<file path="src/logic/adc_ctrl_pkg.sv">
// Package of constants and types for the converter control block.
package adc_ctrl_pkg;

  // Register offsets on the plain register port.
  localparam logic [3:0] OFS_MODE    = 4'h0;
  localparam logic [3:0] OFS_CHANNEL = 4'h1;
  localparam logic [3:0] OFS_RESULT  = 4'h2;
  localparam logic [3:0] OFS_FLAG    = 4'h3;

  // Mode register field positions.
  localparam int MODE_RUN_BIT  = 7;
  localparam int MODE_TRIG_BIT = 6;
  localparam int MODE_EDGE_LO  = 4;

  // Reset values.
  localparam logic [7:0] MODE_RESET    = 8'h00;
  localparam logic [7:0] CHANNEL_RESET = 8'h00;
  localparam logic [9:0] RESULT_RESET  = 10'h000;

  // Converter figures.
  localparam int RESULT_BITS   = 10;
  localparam int CHANNEL_COUNT = 12;

  // Timing: sampling phase and one comparison step, in nanoseconds.
  localparam int CLK_PERIOD_NS   = 5;
  localparam int SAMPLE_TIME_NS  = 1000;
  localparam int STEP_TIME_NS    = 100;
  localparam int SAMPLE_CYCLES   = (SAMPLE_TIME_NS + CLK_PERIOD_NS - 1) / CLK_PERIOD_NS;
  localparam int STEP_CYCLES     = (STEP_TIME_NS + CLK_PERIOD_NS - 1) / CLK_PERIOD_NS;
  localparam logic [7:0] SAMPLE_LOAD = 8'(SAMPLE_CYCLES - 1);
  localparam logic [7:0] STEP_LOAD   = 8'(STEP_CYCLES - 1);

  // Trigger edge selections.
  localparam logic [1:0] EDGE_FALL = 2'h0;
  localparam logic [1:0] EDGE_RISE = 2'h1;
  localparam logic [1:0] EDGE_BOTH = 2'h2;

  // Sequencer states.
  typedef enum logic [3:0] {
    ST_IDLE   = 4'b0001,
    ST_WAIT   = 4'b0010,
    ST_SAMPLE = 4'b0100,
    ST_STEP   = 4'b1000
  } seq_state_t;

  // Register port request.
  typedef struct packed {
    logic [3:0] addr;
    logic [7:0] wdata;
    logic       wr;
    logic       rd;
  } reg_req_t;

  // Analog front-end controls.
  typedef struct packed {
    logic       sample;
    logic       powered;
    logic [3:0] channel;
    logic [9:0] tap;
  } afe_ctl_t;

endpackage : adc_ctrl_pkg

</file>
<file path="src/logic/adc_conversion_control.sv">
// Conversion control around a 10-bit successive-approximation converter.
//
// Implementation choices: the register offsets and the address-and-strobe port.
`timescale 1ns/1ps
// How it works
// Idle and software-stop standby halt conversion; halt standby keeps converting.
// Clearing mode bit 7 stops any conversion and powers the converter down.
// A result read coinciding with the result write returns the old value.
// Trigger edges are ignored during conversion, including the result-write cycle; the code is already waiting then and takes an edge on the commit edge.
// Mode or channel write right after result write discards result, no request.
// Writing the channel register leaves the conversion-done flag untouched.
// A conversion finishing just before a channel write neither stores nor flags.
// Software should clear the done flag before restarting stopped conversions.
// Mode or channel writes may spoil the result; read only while running.
// Each conversion yields a 10-bit code, one step per 1/1024 of reference.
// Counted conversion time includes the sampling phase up to result ready.
// Software-start mode converts back to back while bit 7 stays set.
// With bits 6 and 7 set, one conversion per external trigger edge.
// Mode or channel write aborts conversion and restarts if still running.
// Software keeps channel upper bits zero and selects inputs 0 to 11.
// End of conversion moves the value to the result and pulses done together.
// One result bit per step, MSB first, over a fixed step period.
module adc_conversion_control
  import adc_ctrl_pkg::*;
(
  input  wire logic       clk_sys_i,      // System clock, 200 MHz.
  input  wire logic       rst_i,          // Asynchronous reset, active high.
  input  wire reg_req_t   req_i,          // Register port request.
  output logic [7:0]      rdata_o,        // Read data, valid the cycle after a read.
  input  wire logic       standby_stop_i, // Idle or software-stop standby active.
  input  wire logic       ext_trigger_i,  // External trigger pin.
  input  wire logic       cmp_above_i,    // Comparator: input at or above the tap.
  output afe_ctl_t        afe_o,          // Analog front-end controls.
  output logic            done_irq_o,     // Conversion-done request pulse.
  output logic            done_flag_o     // Sticky conversion-done flag.
);

  ////////////////////////////////////////////////////////////////////////////
  // Declarations.
  logic [7:0]  converter_mode_reg;
  logic [7:0]  channel_select_reg;
  logic [9:0]  conversion_result_reg;
  logic        conversion_done_flag;
  logic [9:0]  approximation_shift_reg;
  logic [9:0]  probe_bit;
  seq_state_t  state;
  logic [7:0]  cycle_cnt;
  logic        trig_meta;
  logic        trig_sync;
  logic        trig_prev;
  logic        standby_meta;
  logic        standby_sync;
  logic        eoc_pending;
  logic [9:0]  pending_value;
  logic        cfg_write;
  logic        run_ok;
  logic        trig_edge;
  logic        step_end;
  logic        conv_end;
  logic [9:0]  next_sar;
  logic        trig_mode_next;

  ////////////////////////////////////////////////////////////////////////////
  // Decodes and conditions.

  // A mode or channel write reconfigures the sequencer.
  assign cfg_write = req_i.wr && (req_i.addr == OFS_MODE || req_i.addr == OFS_CHANNEL);
  // Trigger mode as it stands after this edge, so a write that turns it on waits for an edge.
  assign trig_mode_next = (req_i.wr && req_i.addr == OFS_MODE) ? req_i.wdata[MODE_TRIG_BIT]
                                                              : converter_mode_reg[MODE_TRIG_BIT];
  // Running needs bit 7 and no stopping standby; halt standby is not seen here.
  assign run_ok = converter_mode_reg[MODE_RUN_BIT] && !standby_sync;
  assign step_end = (cycle_cnt == 8'h00);
  assign conv_end = (state == ST_STEP) && step_end && probe_bit[0];
  // Keep the probed bit if the comparator says the input is at or above the tap.
  assign next_sar = cmp_above_i ? approximation_shift_reg
                                : (approximation_shift_reg & ~probe_bit);

  // Edge detection on the synchronised trigger, per selected polarity.
  always_comb
  begin
    unique case (converter_mode_reg[MODE_EDGE_LO +: 2])
      EDGE_FALL: trig_edge = trig_prev && !trig_sync;
      EDGE_RISE: trig_edge = !trig_prev && trig_sync;
      EDGE_BOTH: trig_edge = trig_prev ^ trig_sync;
      default:   trig_edge = 1'b0;
    endcase
  end

  ////////////////////////////////////////////////////////////////////////////
  // Input synchronisers; the first stages feed only the second.
  always_ff @(posedge clk_sys_i or posedge rst_i)
  begin
    if (rst_i)
    begin
      trig_meta    <= 1'b0;
      trig_sync    <= 1'b0;
      trig_prev    <= 1'b0;
      standby_meta <= 1'b0;
      standby_sync <= 1'b0;
    end
    else
    begin
      trig_meta    <= ext_trigger_i;
      trig_sync    <= trig_meta;
      trig_prev    <= trig_sync;
      standby_meta <= standby_stop_i;
      standby_sync <= standby_meta;
    end
  end

  ////////////////////////////////////////////////////////////////////////////
  // Configuration registers written by software.
  always_ff @(posedge clk_sys_i or posedge rst_i)
  begin
    if (rst_i)
    begin
      converter_mode_reg <= MODE_RESET;
      channel_select_reg <= CHANNEL_RESET;
    end
    else if (req_i.wr)
    begin
      if (req_i.addr == OFS_MODE)
        converter_mode_reg <= req_i.wdata;
      if (req_i.addr == OFS_CHANNEL)
        channel_select_reg <= {4'h0, req_i.wdata[3:0]};
    end
  end

  ////////////////////////////////////////////////////////////////////////////
  // Conversion sequencer: sample, then one step per result bit.
  always_ff @(posedge clk_sys_i or posedge rst_i)
  begin
    if (rst_i)
    begin
      state                   <= ST_IDLE;
      cycle_cnt               <= 8'h00;
      approximation_shift_reg <= 10'h000;
      probe_bit               <= 10'h000;
    end
    else if (!run_ok)
    begin
      state     <= ST_IDLE;
      probe_bit <= 10'h000;
    end
    else if (cfg_write || state == ST_IDLE)
    begin
      // Abort and restart from the top; trigger mode waits for an edge.
      probe_bit <= 10'h000;
      if (trig_mode_next)
        state <= ST_WAIT;
      else
      begin
        state     <= ST_SAMPLE;
        cycle_cnt <= SAMPLE_LOAD;
      end
    end
    else
    begin
      unique case (state)
        ST_WAIT:
        begin
          // Edges are only looked at while waiting, never mid-conversion.
          if (trig_edge)
          begin
            state     <= ST_SAMPLE;
            cycle_cnt <= SAMPLE_LOAD;
          end
        end
        ST_SAMPLE:
        begin
          // The sampling phase is part of the counted conversion time.
          if (step_end)
          begin
            state                   <= ST_STEP;
            cycle_cnt               <= STEP_LOAD;
            probe_bit               <= 10'h200;
            approximation_shift_reg <= 10'h200;
          end
          else
            cycle_cnt <= cycle_cnt - 8'h01;
        end
        ST_STEP:
        begin
          if (step_end)
          begin
            approximation_shift_reg <= next_sar | (probe_bit >> 1);
            probe_bit               <= probe_bit >> 1;
            cycle_cnt               <= STEP_LOAD;
            if (probe_bit[0])
            begin
              // Software start goes again at once; trigger mode waits again.
              if (converter_mode_reg[MODE_TRIG_BIT])
                state <= ST_WAIT;
              else
              begin
                state     <= ST_SAMPLE;
                cycle_cnt <= SAMPLE_LOAD;
              end
            end
          end
          else
            cycle_cnt <= cycle_cnt - 8'h01;
        end
        default:
          state <= ST_IDLE;
      endcase
    end
  end

  ////////////////////////////////////////////////////////////////////////////
  // End-of-conversion holding stage: the result is committed one cycle later
  // unless a mode or channel write arrives in that cycle.
  always_ff @(posedge clk_sys_i or posedge rst_i)
  begin
    if (rst_i)
    begin
      eoc_pending   <= 1'b0;
      pending_value <= RESULT_RESET;
    end
    else
    begin
      eoc_pending   <= conv_end && run_ok && !cfg_write;
      pending_value <= next_sar;
    end
  end

  // Result register and request pulse commit together.
  always_ff @(posedge clk_sys_i or posedge rst_i)
  begin
    if (rst_i)
    begin
      conversion_result_reg <= RESULT_RESET;
      done_irq_o            <= 1'b0;
    end
    else
    begin
      done_irq_o <= 1'b0;
      // A write directly after the result write drops the result.
      if (eoc_pending && !cfg_write)
      begin
        conversion_result_reg <= pending_value;
        done_irq_o            <= 1'b1;
      end
    end
  end

  // Sticky done flag; set beats a software clear, channel writes leave it.
  always_ff @(posedge clk_sys_i or posedge rst_i)
  begin
    if (rst_i)
      conversion_done_flag <= 1'b0;
    else if (eoc_pending && !cfg_write)
      conversion_done_flag <= 1'b1;
    else if (req_i.wr && req_i.addr == OFS_FLAG && !req_i.wdata[0])
      conversion_done_flag <= 1'b0;
  end

  assign done_flag_o = conversion_done_flag;

  ////////////////////////////////////////////////////////////////////////////
  // Read port; the read samples the result before this edge's commit.
  always_ff @(posedge clk_sys_i or posedge rst_i)
  begin
    if (rst_i)
      rdata_o <= 8'h00;
    else if (req_i.rd)
    begin
      unique case (req_i.addr)
        OFS_MODE:    rdata_o <= converter_mode_reg;
        OFS_CHANNEL: rdata_o <= channel_select_reg;
        OFS_RESULT:  rdata_o <= conversion_result_reg[9:2];
        OFS_FLAG:    rdata_o <= {conversion_result_reg[1:0], 5'h00, conversion_done_flag};
        default:     rdata_o <= 8'h00;
      endcase
    end
    else
      rdata_o <= 8'h00;
  end

  // Front-end controls, registered.
  always_ff @(posedge clk_sys_i or posedge rst_i)
  begin
    if (rst_i)
      afe_o <= '0;
    else
    begin
      afe_o.sample  <= (state == ST_SAMPLE) && run_ok;
      afe_o.powered <= run_ok;
      afe_o.channel <= channel_select_reg[3:0];
      afe_o.tap     <= (state == ST_STEP) ? approximation_shift_reg : 10'h000;
    end
  end

  ////////////////////////////////////////////////////////////////////////////
  // Assertions.
  a_stop_halts: assert property (@(posedge clk_sys_i) disable iff (rst_i)
    !converter_mode_reg[MODE_RUN_BIT] |=> state == ST_IDLE)
    else $error("sequencer ran with run bit clear");
  a_standby_halts: assert property (@(posedge clk_sys_i) disable iff (rst_i)
    standby_sync |=> state == ST_IDLE)
    else $error("sequencer ran in stopping standby");
  a_done_with_result: assert property (@(posedge clk_sys_i) disable iff (rst_i)
    eoc_pending && !cfg_write |=> done_irq_o && conversion_result_reg == $past(pending_value))
    else $error("result and done pulse not together");
  a_cfg_discards: assert property (@(posedge clk_sys_i) disable iff (rst_i)
    eoc_pending && cfg_write |=> !done_irq_o)
    else $error("done raised after configuration write");
  a_read_old: assert property (@(posedge clk_sys_i) disable iff (rst_i)
    req_i.rd && req_i.addr == OFS_RESULT |=> rdata_o == $past(conversion_result_reg[9:2]))
    else $error("read did not return old result");
  a_trig_ignored: assert property (@(posedge clk_sys_i) disable iff (rst_i)
    state == ST_STEP && run_ok && !cfg_write && !conv_end |=> state != ST_SAMPLE)
    else $error("trigger restarted a running conversion");
  a_flag_kept: assert property (@(posedge clk_sys_i) disable iff (rst_i)
    conversion_done_flag && req_i.wr && req_i.addr == OFS_CHANNEL |=> conversion_done_flag)
    else $error("channel write cleared done flag");
  a_back_to_back: assert property (@(posedge clk_sys_i) disable iff (rst_i)
    conv_end && run_ok && !cfg_write && !converter_mode_reg[MODE_TRIG_BIT]
    |=> state == ST_SAMPLE)
    else $error("software mode did not restart");
  a_msb_first: assert property (@(posedge clk_sys_i) disable iff (rst_i)
    state == ST_SAMPLE && step_end && run_ok && !cfg_write |=> probe_bit == 10'h200)
    else $error("approximation did not start at msb");
  a_wait_edge: assert property (@(posedge clk_sys_i) disable iff (rst_i)
    state == ST_WAIT && !trig_edge && run_ok && !cfg_write |=> state == ST_WAIT)
    else $error("conversion started without a trigger edge");

endmodule : adc_conversion_control

</file>
<file path="config.mk">
export PLATFORM = sky130hd
export DESIGN_NAME = adc_conversion_control
export DESIGN_NICKNAME = d
export VERILOG_FILES = /design/src/logic/adc_ctrl_pkg.sv /design/src/logic/adc_conversion_control.sv
export SDC_FILE = /design/constraint.sdc
export NUM_CORES = 1
export LEC_CHECK = 0
export BUFFER_PORTS_ARGS = -buffer_cell sky130_fd_sc_hd__buf_2
export CORE_MARGIN = 8
export CORE_UTILIZATION = 30
export DETAILED_ROUTE_END_ITERATION = 8
export GPL_TIMING_DRIVEN = 0
export PLACE_DENSITY = 0.45
export SETUP_SLACK_MARGIN = 0.1
export SLEW_MARGIN = 20
export SYNTH_ARGS = -nofsm -noshare
export SYNTH_HDL_FRONTEND = slang
export SYNTH_SLANG_ARGS = --single-unit
</file>
<file path="constraint.sdc">
create_clock -name clk_sys_i -period 3.7 [get_ports clk_sys_i]
set_input_delay 0.555 -clock clk_sys_i [delete_from_list [all_inputs] [get_ports clk_sys_i]]
set_output_delay 0.555 -clock clk_sys_i [all_outputs]
set_load 0.02 [all_outputs]
</file>
* Yosys cells after proc, flatten, opt, wreduce, memory -nomap -nowiden
Cells that the tools add are included.
** Word-level totals
- Bits in registers :: 96
- Input bits :: 19
- Output and inout port bits :: 26
- Logic and storage cells :: 110
** Cells by class
- $add $sub $neg :: 1
- Eq/ne operators :: 18
- Mux-type cells :: 33
- Bitwise logic cells :: 5
- Reductions and logical operators :: 32
** Operators with widths (number)
- $mux W10 :: 7
- $mux W8 :: 8
- $pmux W10 S2 :: 2
- $pmux W8 S4 :: 1
- $mux W4 :: 6
- $pmux W8 S3 :: 1
- $ne A4 B4 Y1 const B :: 4
- $logic_and A1 B1 Y1 :: 13
- $eq A4 B2 Y1 const B :: 3
- $pmux W4 S3 :: 1
- $and A10 B10 Y10 :: 1
- $not A10 Y10 :: 1
- $or A10 B9 Y10 :: 1
- $eq A4 B1 Y1 const B :: 2
- $logic_not A8 Y1 :: 1
- $reduce_and A4 Y1 :: 2
- $sub A8 B1 Y8 const B :: 1
- $mux W3 :: 2
- $ne A2 B2 Y1 const B :: 3
- $logic_not A1 Y1 :: 5
- $reduce_and A5 Y1 :: 1
- $eq A4 B3 Y1 const B :: 1
- $eq A4 B4 Y1 const B :: 1
- $logic_not A4 Y1 :: 1
- other kinds (14) :: 20

* Longest topological paths before layout
- Word-level depth :: 7
- Gate-level depth with buffers :: 9
- Mapped depth without buffers :: 8

* Least setup slack after synthesis
Ideal clock, no wire load.
- Kind :: input -> register
- Start point :: input port req_i[11] in the netlist's numbering
- End point :: register cycle_cnt[5]
- Setup time :: 0.069 ns
- Arrival time :: 2.357 ns
- Data required time :: 3.631 ns
- Path slack :: 1.274 ns
- Stages :: 6
- Path buffers :: 1
- Cell sequence :: or4b_1 -> clkbuf_1 -> a31o_1 -> a211o_1 -> or4_1 -> nand3_1
** Between the ends
- Longest elaborated chain between the ends :: 6
- Elaborated cells between the ends (all ways) :: 12
- Classes of those cells :: 3 x eq/ne; 2 x mux; 7 x reduce/logical
** RTL lines
- start: declaration :: RTL line adc_conversion_control.sv:28 : input wire reg_req_t req_i,
- $eq A4 B1 Y1 or $logic_not A4 Y1 (tied branches) :: RTL line adc_conversion_control.sv:67, adc_conversion_control.sv:69
- $logic_or A1 B1 Y1 :: RTL line adc_conversion_control.sv:67 : assign cfg_write = req_i.wr && (req_i.addr == OFS_MODE || req_i.addr == OFS_CHANNEL);
- $logic_and A1 B1 Y1 :: RTL line adc_conversion_control.sv:67
- $logic_or A1 B1 Y1 :: RTL line adc_conversion_control.sv:146 : else if (cfg_write || state == ST_IDLE)
- $ne A3 B3 Y1 (no source line) (tied with other cells)
- $reduce_and A4 Y1 (no source line)
- end signal: assignment :: RTL line adc_conversion_control.sv:181 : cycle_cnt <= cycle_cnt - 8'h01;
- end signal: assignment :: RTL line adc_conversion_control.sv:203 : cycle_cnt <= cycle_cnt - 8'h01;
- end: declaration :: RTL line adc_conversion_control.sv:47 : logic [7:0] cycle_cnt;
Parallel ways exist; a longest one is shown, timed or not.
A chain may end at the register's enable or synchronous reset.

* Worst setup path after layout
- Start point :: input port req_i[11] in the netlist's numbering
- End point :: register cycle_cnt[3]
Same word-level chain as after synthesis.

==> metrics.md <==
| Metric | Value |
|---|---|
| Final Non-Filler Cells | approximately 590 |
| Final Max Slew Viols | 0 |
| Slowest-stage cell, CP | or4b_1 |
| Fraction of registers with async set/reset | 100% |
| Placed inst area | 4420 sq um |
| Largest net degree at the start of global routing | 65 |
| #FFs+latches synth | 96 |
| Largest family of logic cells by synthesized area | simple AND/OR/NAND/NOR gates |
| Register area | 2400 sq um |
| Hold buffers post-CTS | 0 |
| Commonest cells after routing, fill and taps aside | dfrtp_1, buf_2, o21ai_0 |
| Die area | roughly 17000 sq um |
| Vias in the first global route | 2775 |
| Measured slew at the worst slew-check pin | 0.856 ns |
| Ys flop type | dfrtp_1 |
| Post-synthesis cell type count | 47 |
| Skew-Pair Late Insertion Delay | 0.34 ns |
| RSZ-0062 raised after global routing | false |
| Leak pwr | about 2.2 nW |
| Antenna cell count | 0 |
| Status | completed |
| Max Freq | 374 MHz |
| Critical-path cell list | buf_2 -> or4b_1 -> clkbuf_1 -> nor2_2 -> and2_1 -> a211o_1 -> clkbuf_1 -> o21ai_0 -> o41ai_1 |
| Tot GR Track Use | about 11% |
| Final global-route overflow total | 0 |
| DRT Wirelength | 8.76 mm |
| Starting DRT DRC Count | 154 |
| Post-synth EDFFs | 0 |
| Relative slew slack | a little over two fifths |
| Switching power | 549 uW |
| Reg with most FFs | afe_o |
| Maximum vdd drop | 0.000211 V |
| CTS Buffer Depth | 2 |
| Post-synthesis adder-cell area fraction | 1.27% |
| Combinational fraction of design power | 9.9% |
| Drt first pass iters | 4 |
| PortBufs | 44 |
| Minimum clock period | between 2 and 3 ns |
| CP required | approximately 3.9 ns |
| IO Pins | 45 |
| Initial antenna violation count | 0 |
| Dpl cells | 575 |
| Rows | 42 |
| Mapped cell area | 3950 sq um |
| Cell area after layout | 4750 sq um |
| Syn nets | ~380 |
| CTS sink cnt | 96 |
| Postcts setup bufs | 0 |
| Mux cell area share after synthesis | slightly below 9% |
| Pwr/cell area | around 500 nW/um^2 |
| Residual DRC | 0 |
| Layout area overhead | 20.2% |
| Final nets | 433 |
| Post-Synthesis Cells | 354 |
| H-tree Lvls | 3 |
| Crit path launch type | primary input |
| Switching Fraction | 23.2% |
| Tcrit/Tclk final | 72.3% |
| Hold Vio Cnt, Final | 0 |
| Die Wd | 131 um |
| Core box area | 13000 sq um |
| Clock power frac | 41.4% |
| CTS Buf Count | 9 |
| Ys Warns | 0 |
| Critical path arrival | about 2.9 ns |
| Die Span Y | 131 um |
| First-pass GRT wire length | between 10 and 15 mm |
| CP Class | primary input to register |
| Crit end category | register |
| Most used cell, CP | clkbuf_1 |
| Layout cells sized above 1 | 22.2% |
| Seq/Total Area, Yosys | 60.8% |
| Area occupied by multi-input gates | about 1400 sq um |
| Int Pwr | ~1.8 mW |
| Syn Area/Cell | 11.2 sq um |
| CTS tree | done |
| Final count of negative-setup-slack endpoints | 0 |
| Gpl congestion | 0.777 |
| Max reg flops | 16 |
| Antenna Violating Nets Remaining | 0 |
| CP peak stage delay | 0.51 ns |
| Post-CTS Resized | 0 |
| Clk_skew | 0.00680 ns |
| Worst hold path class | primary input to async pin |
| Most common cell after layout, fill and taps aside | dfrtp_1 |
| Root Buffer | clkbuf_16 |
| Filler Cells Inserted | 1361 |
| Xor-xnor portion of the synthesized cell area | less than 1% |
| Hpwl dp | 6.35 mm |
| Vias per cell | 4.63 |
| Compound-Gate Fraction of Synth Area | 11.6% |
| Flop pwr share | 48.6% |
| Simple-Gate Fraction of Synth Area | between 10% and 20% |
| Critical-path maximum fanout | 10 |
| DR WL/cell | 14.8 um |
| Vias | around 2700 |
| Max-Cap Viols | 0 |
| Initial Util | a little under a third |
| Clock slew at reported path FFs | 0.06 ns |
synth_stat cells, types with 2 or more instances:
master,n,area share [%]
a21oi_1,9,1.1
mux2_2,23,6.6
nand2_1,27,2.6
nor4b_1,2,0.44
a31oi_1,3,0.48
nor2_1,23,2.2
nand2b_1,4,0.63
and3_1,2,0.32
a22oi_1,3,0.57
and2_1,12,1.9
o22ai_1,2,0.32
o21ai_0,37,4.7
ha_1,4,1.3
o21ai_1,3,0.38
o41ai_1,2,0.44
nor3_1,8,1.0
a21boi_0,10,1.9
mux2i_1,6,1.5
dfrtp_1,95,60
nand3_1,14,1.8
nor2b_1,2,0.32
nor4_1,3,0.48
clkbuf_1,12,1.1
or2_2,3,0.48
inv_1,23,2.2
through the flow:
| stage | utilization [%] | setup TNS, ns | worst slack [ns] | power [mW] | hold slack (ns) |
|---|---|---|---|---|---|
| finish | 36.5 | 0 | 1.03 | 2.36 | 0.186 |
| global route | 36.5 | 0 | 0.693 | 2.47 | 0.208 |
| CTS | 36.4 | 0 | 0.747 | 2.41 | 0.186 |
| detailed placement | 33.9 | 0 | 0.387 | 1.41 | 0.338 |
| global placement | 33.7 | -55.58 | -0.592 | 1.40 | 0.333 |
| floorplan | - | 0 | 0.641 | 1.32 | 0.331 |
worst max-delay path, delay by kind of cell:
kind / cells / cell delay [ns]
simple gates: 3 / 1.12
compound gates: 3 / 0.48
buf+inv: 3 / 0.75
area by class of cell:
class / instances / share of cell area, %
buffer: 13 / 1.03
timing repair buffer: 45 / 5.21
multi-input combinational: 221 / 29.9
inverter: 24 / 2.00
clock buffer: 13 / 5.27
sequential: 96 / 50.6
clock inverter: 3 / 1.37
tap: 176 / 4.64
cell families after synthesis:
| logic type | Yosys count |
|---|---|
| AOI/OAI and AO/OA | 77 |
| DFF | 96 |
| and+or+nand+nor | 108 |
| buffers and inverters | 37 |
| muxes | 30 |
| xor gates and xnor gates | 2 |
| adders and majority gates | 4 |
power groups by stage:
stage | logic (mW) | registers, mW | clock network [mW]
finish | 0.235 | 1.15 | 0.978
global route | 0.265 | 1.16 | 1.05
CTS | 0.238 | 1.15 | 1.02
detailed placement | 0.237 | 1.17 | 0
global placement | 0.232 | 1.17 | 0
floorplan | 0.143 | 1.18 | 0
per-layer routing:
layer / vias up / global-route usage [%] / share of wire [%]
met1: 1344 / 14.5 / 47
met5: - / 0 / 0
met3: 10 / 2.56 / 5.1
met2: 44 / 17.3 / 46
met4: 0 / 5.47 / 1.6
li1: 1337 / - / -
path summary, 6_finish.rpt:
| kind | cells past startpoint | to | slack [ns] | startpoint |
|---|---|---|---|---|
| hold reg to reg | 0 | trig_sync | 0.35 | trig_meta |
| setup / recovery | 9 | cycle_cnt[3] | 1.03 | req_i[11] |
| max in group asynchronous | 3 | cycle_cnt[4] | 2.91 | rst_i |
| min in group clk_sys_i | 1 | trig_meta | 0.32 | ext_trigger_i |
| hold / removal | 2 | rdata_o[1] | 0.19 | rst_i |
| setup reg to reg | 7 | probe_bit[9] | 1.04 | cycle_cnt[0] |
No activity file was read; power rests on OpenSTA's default activity.
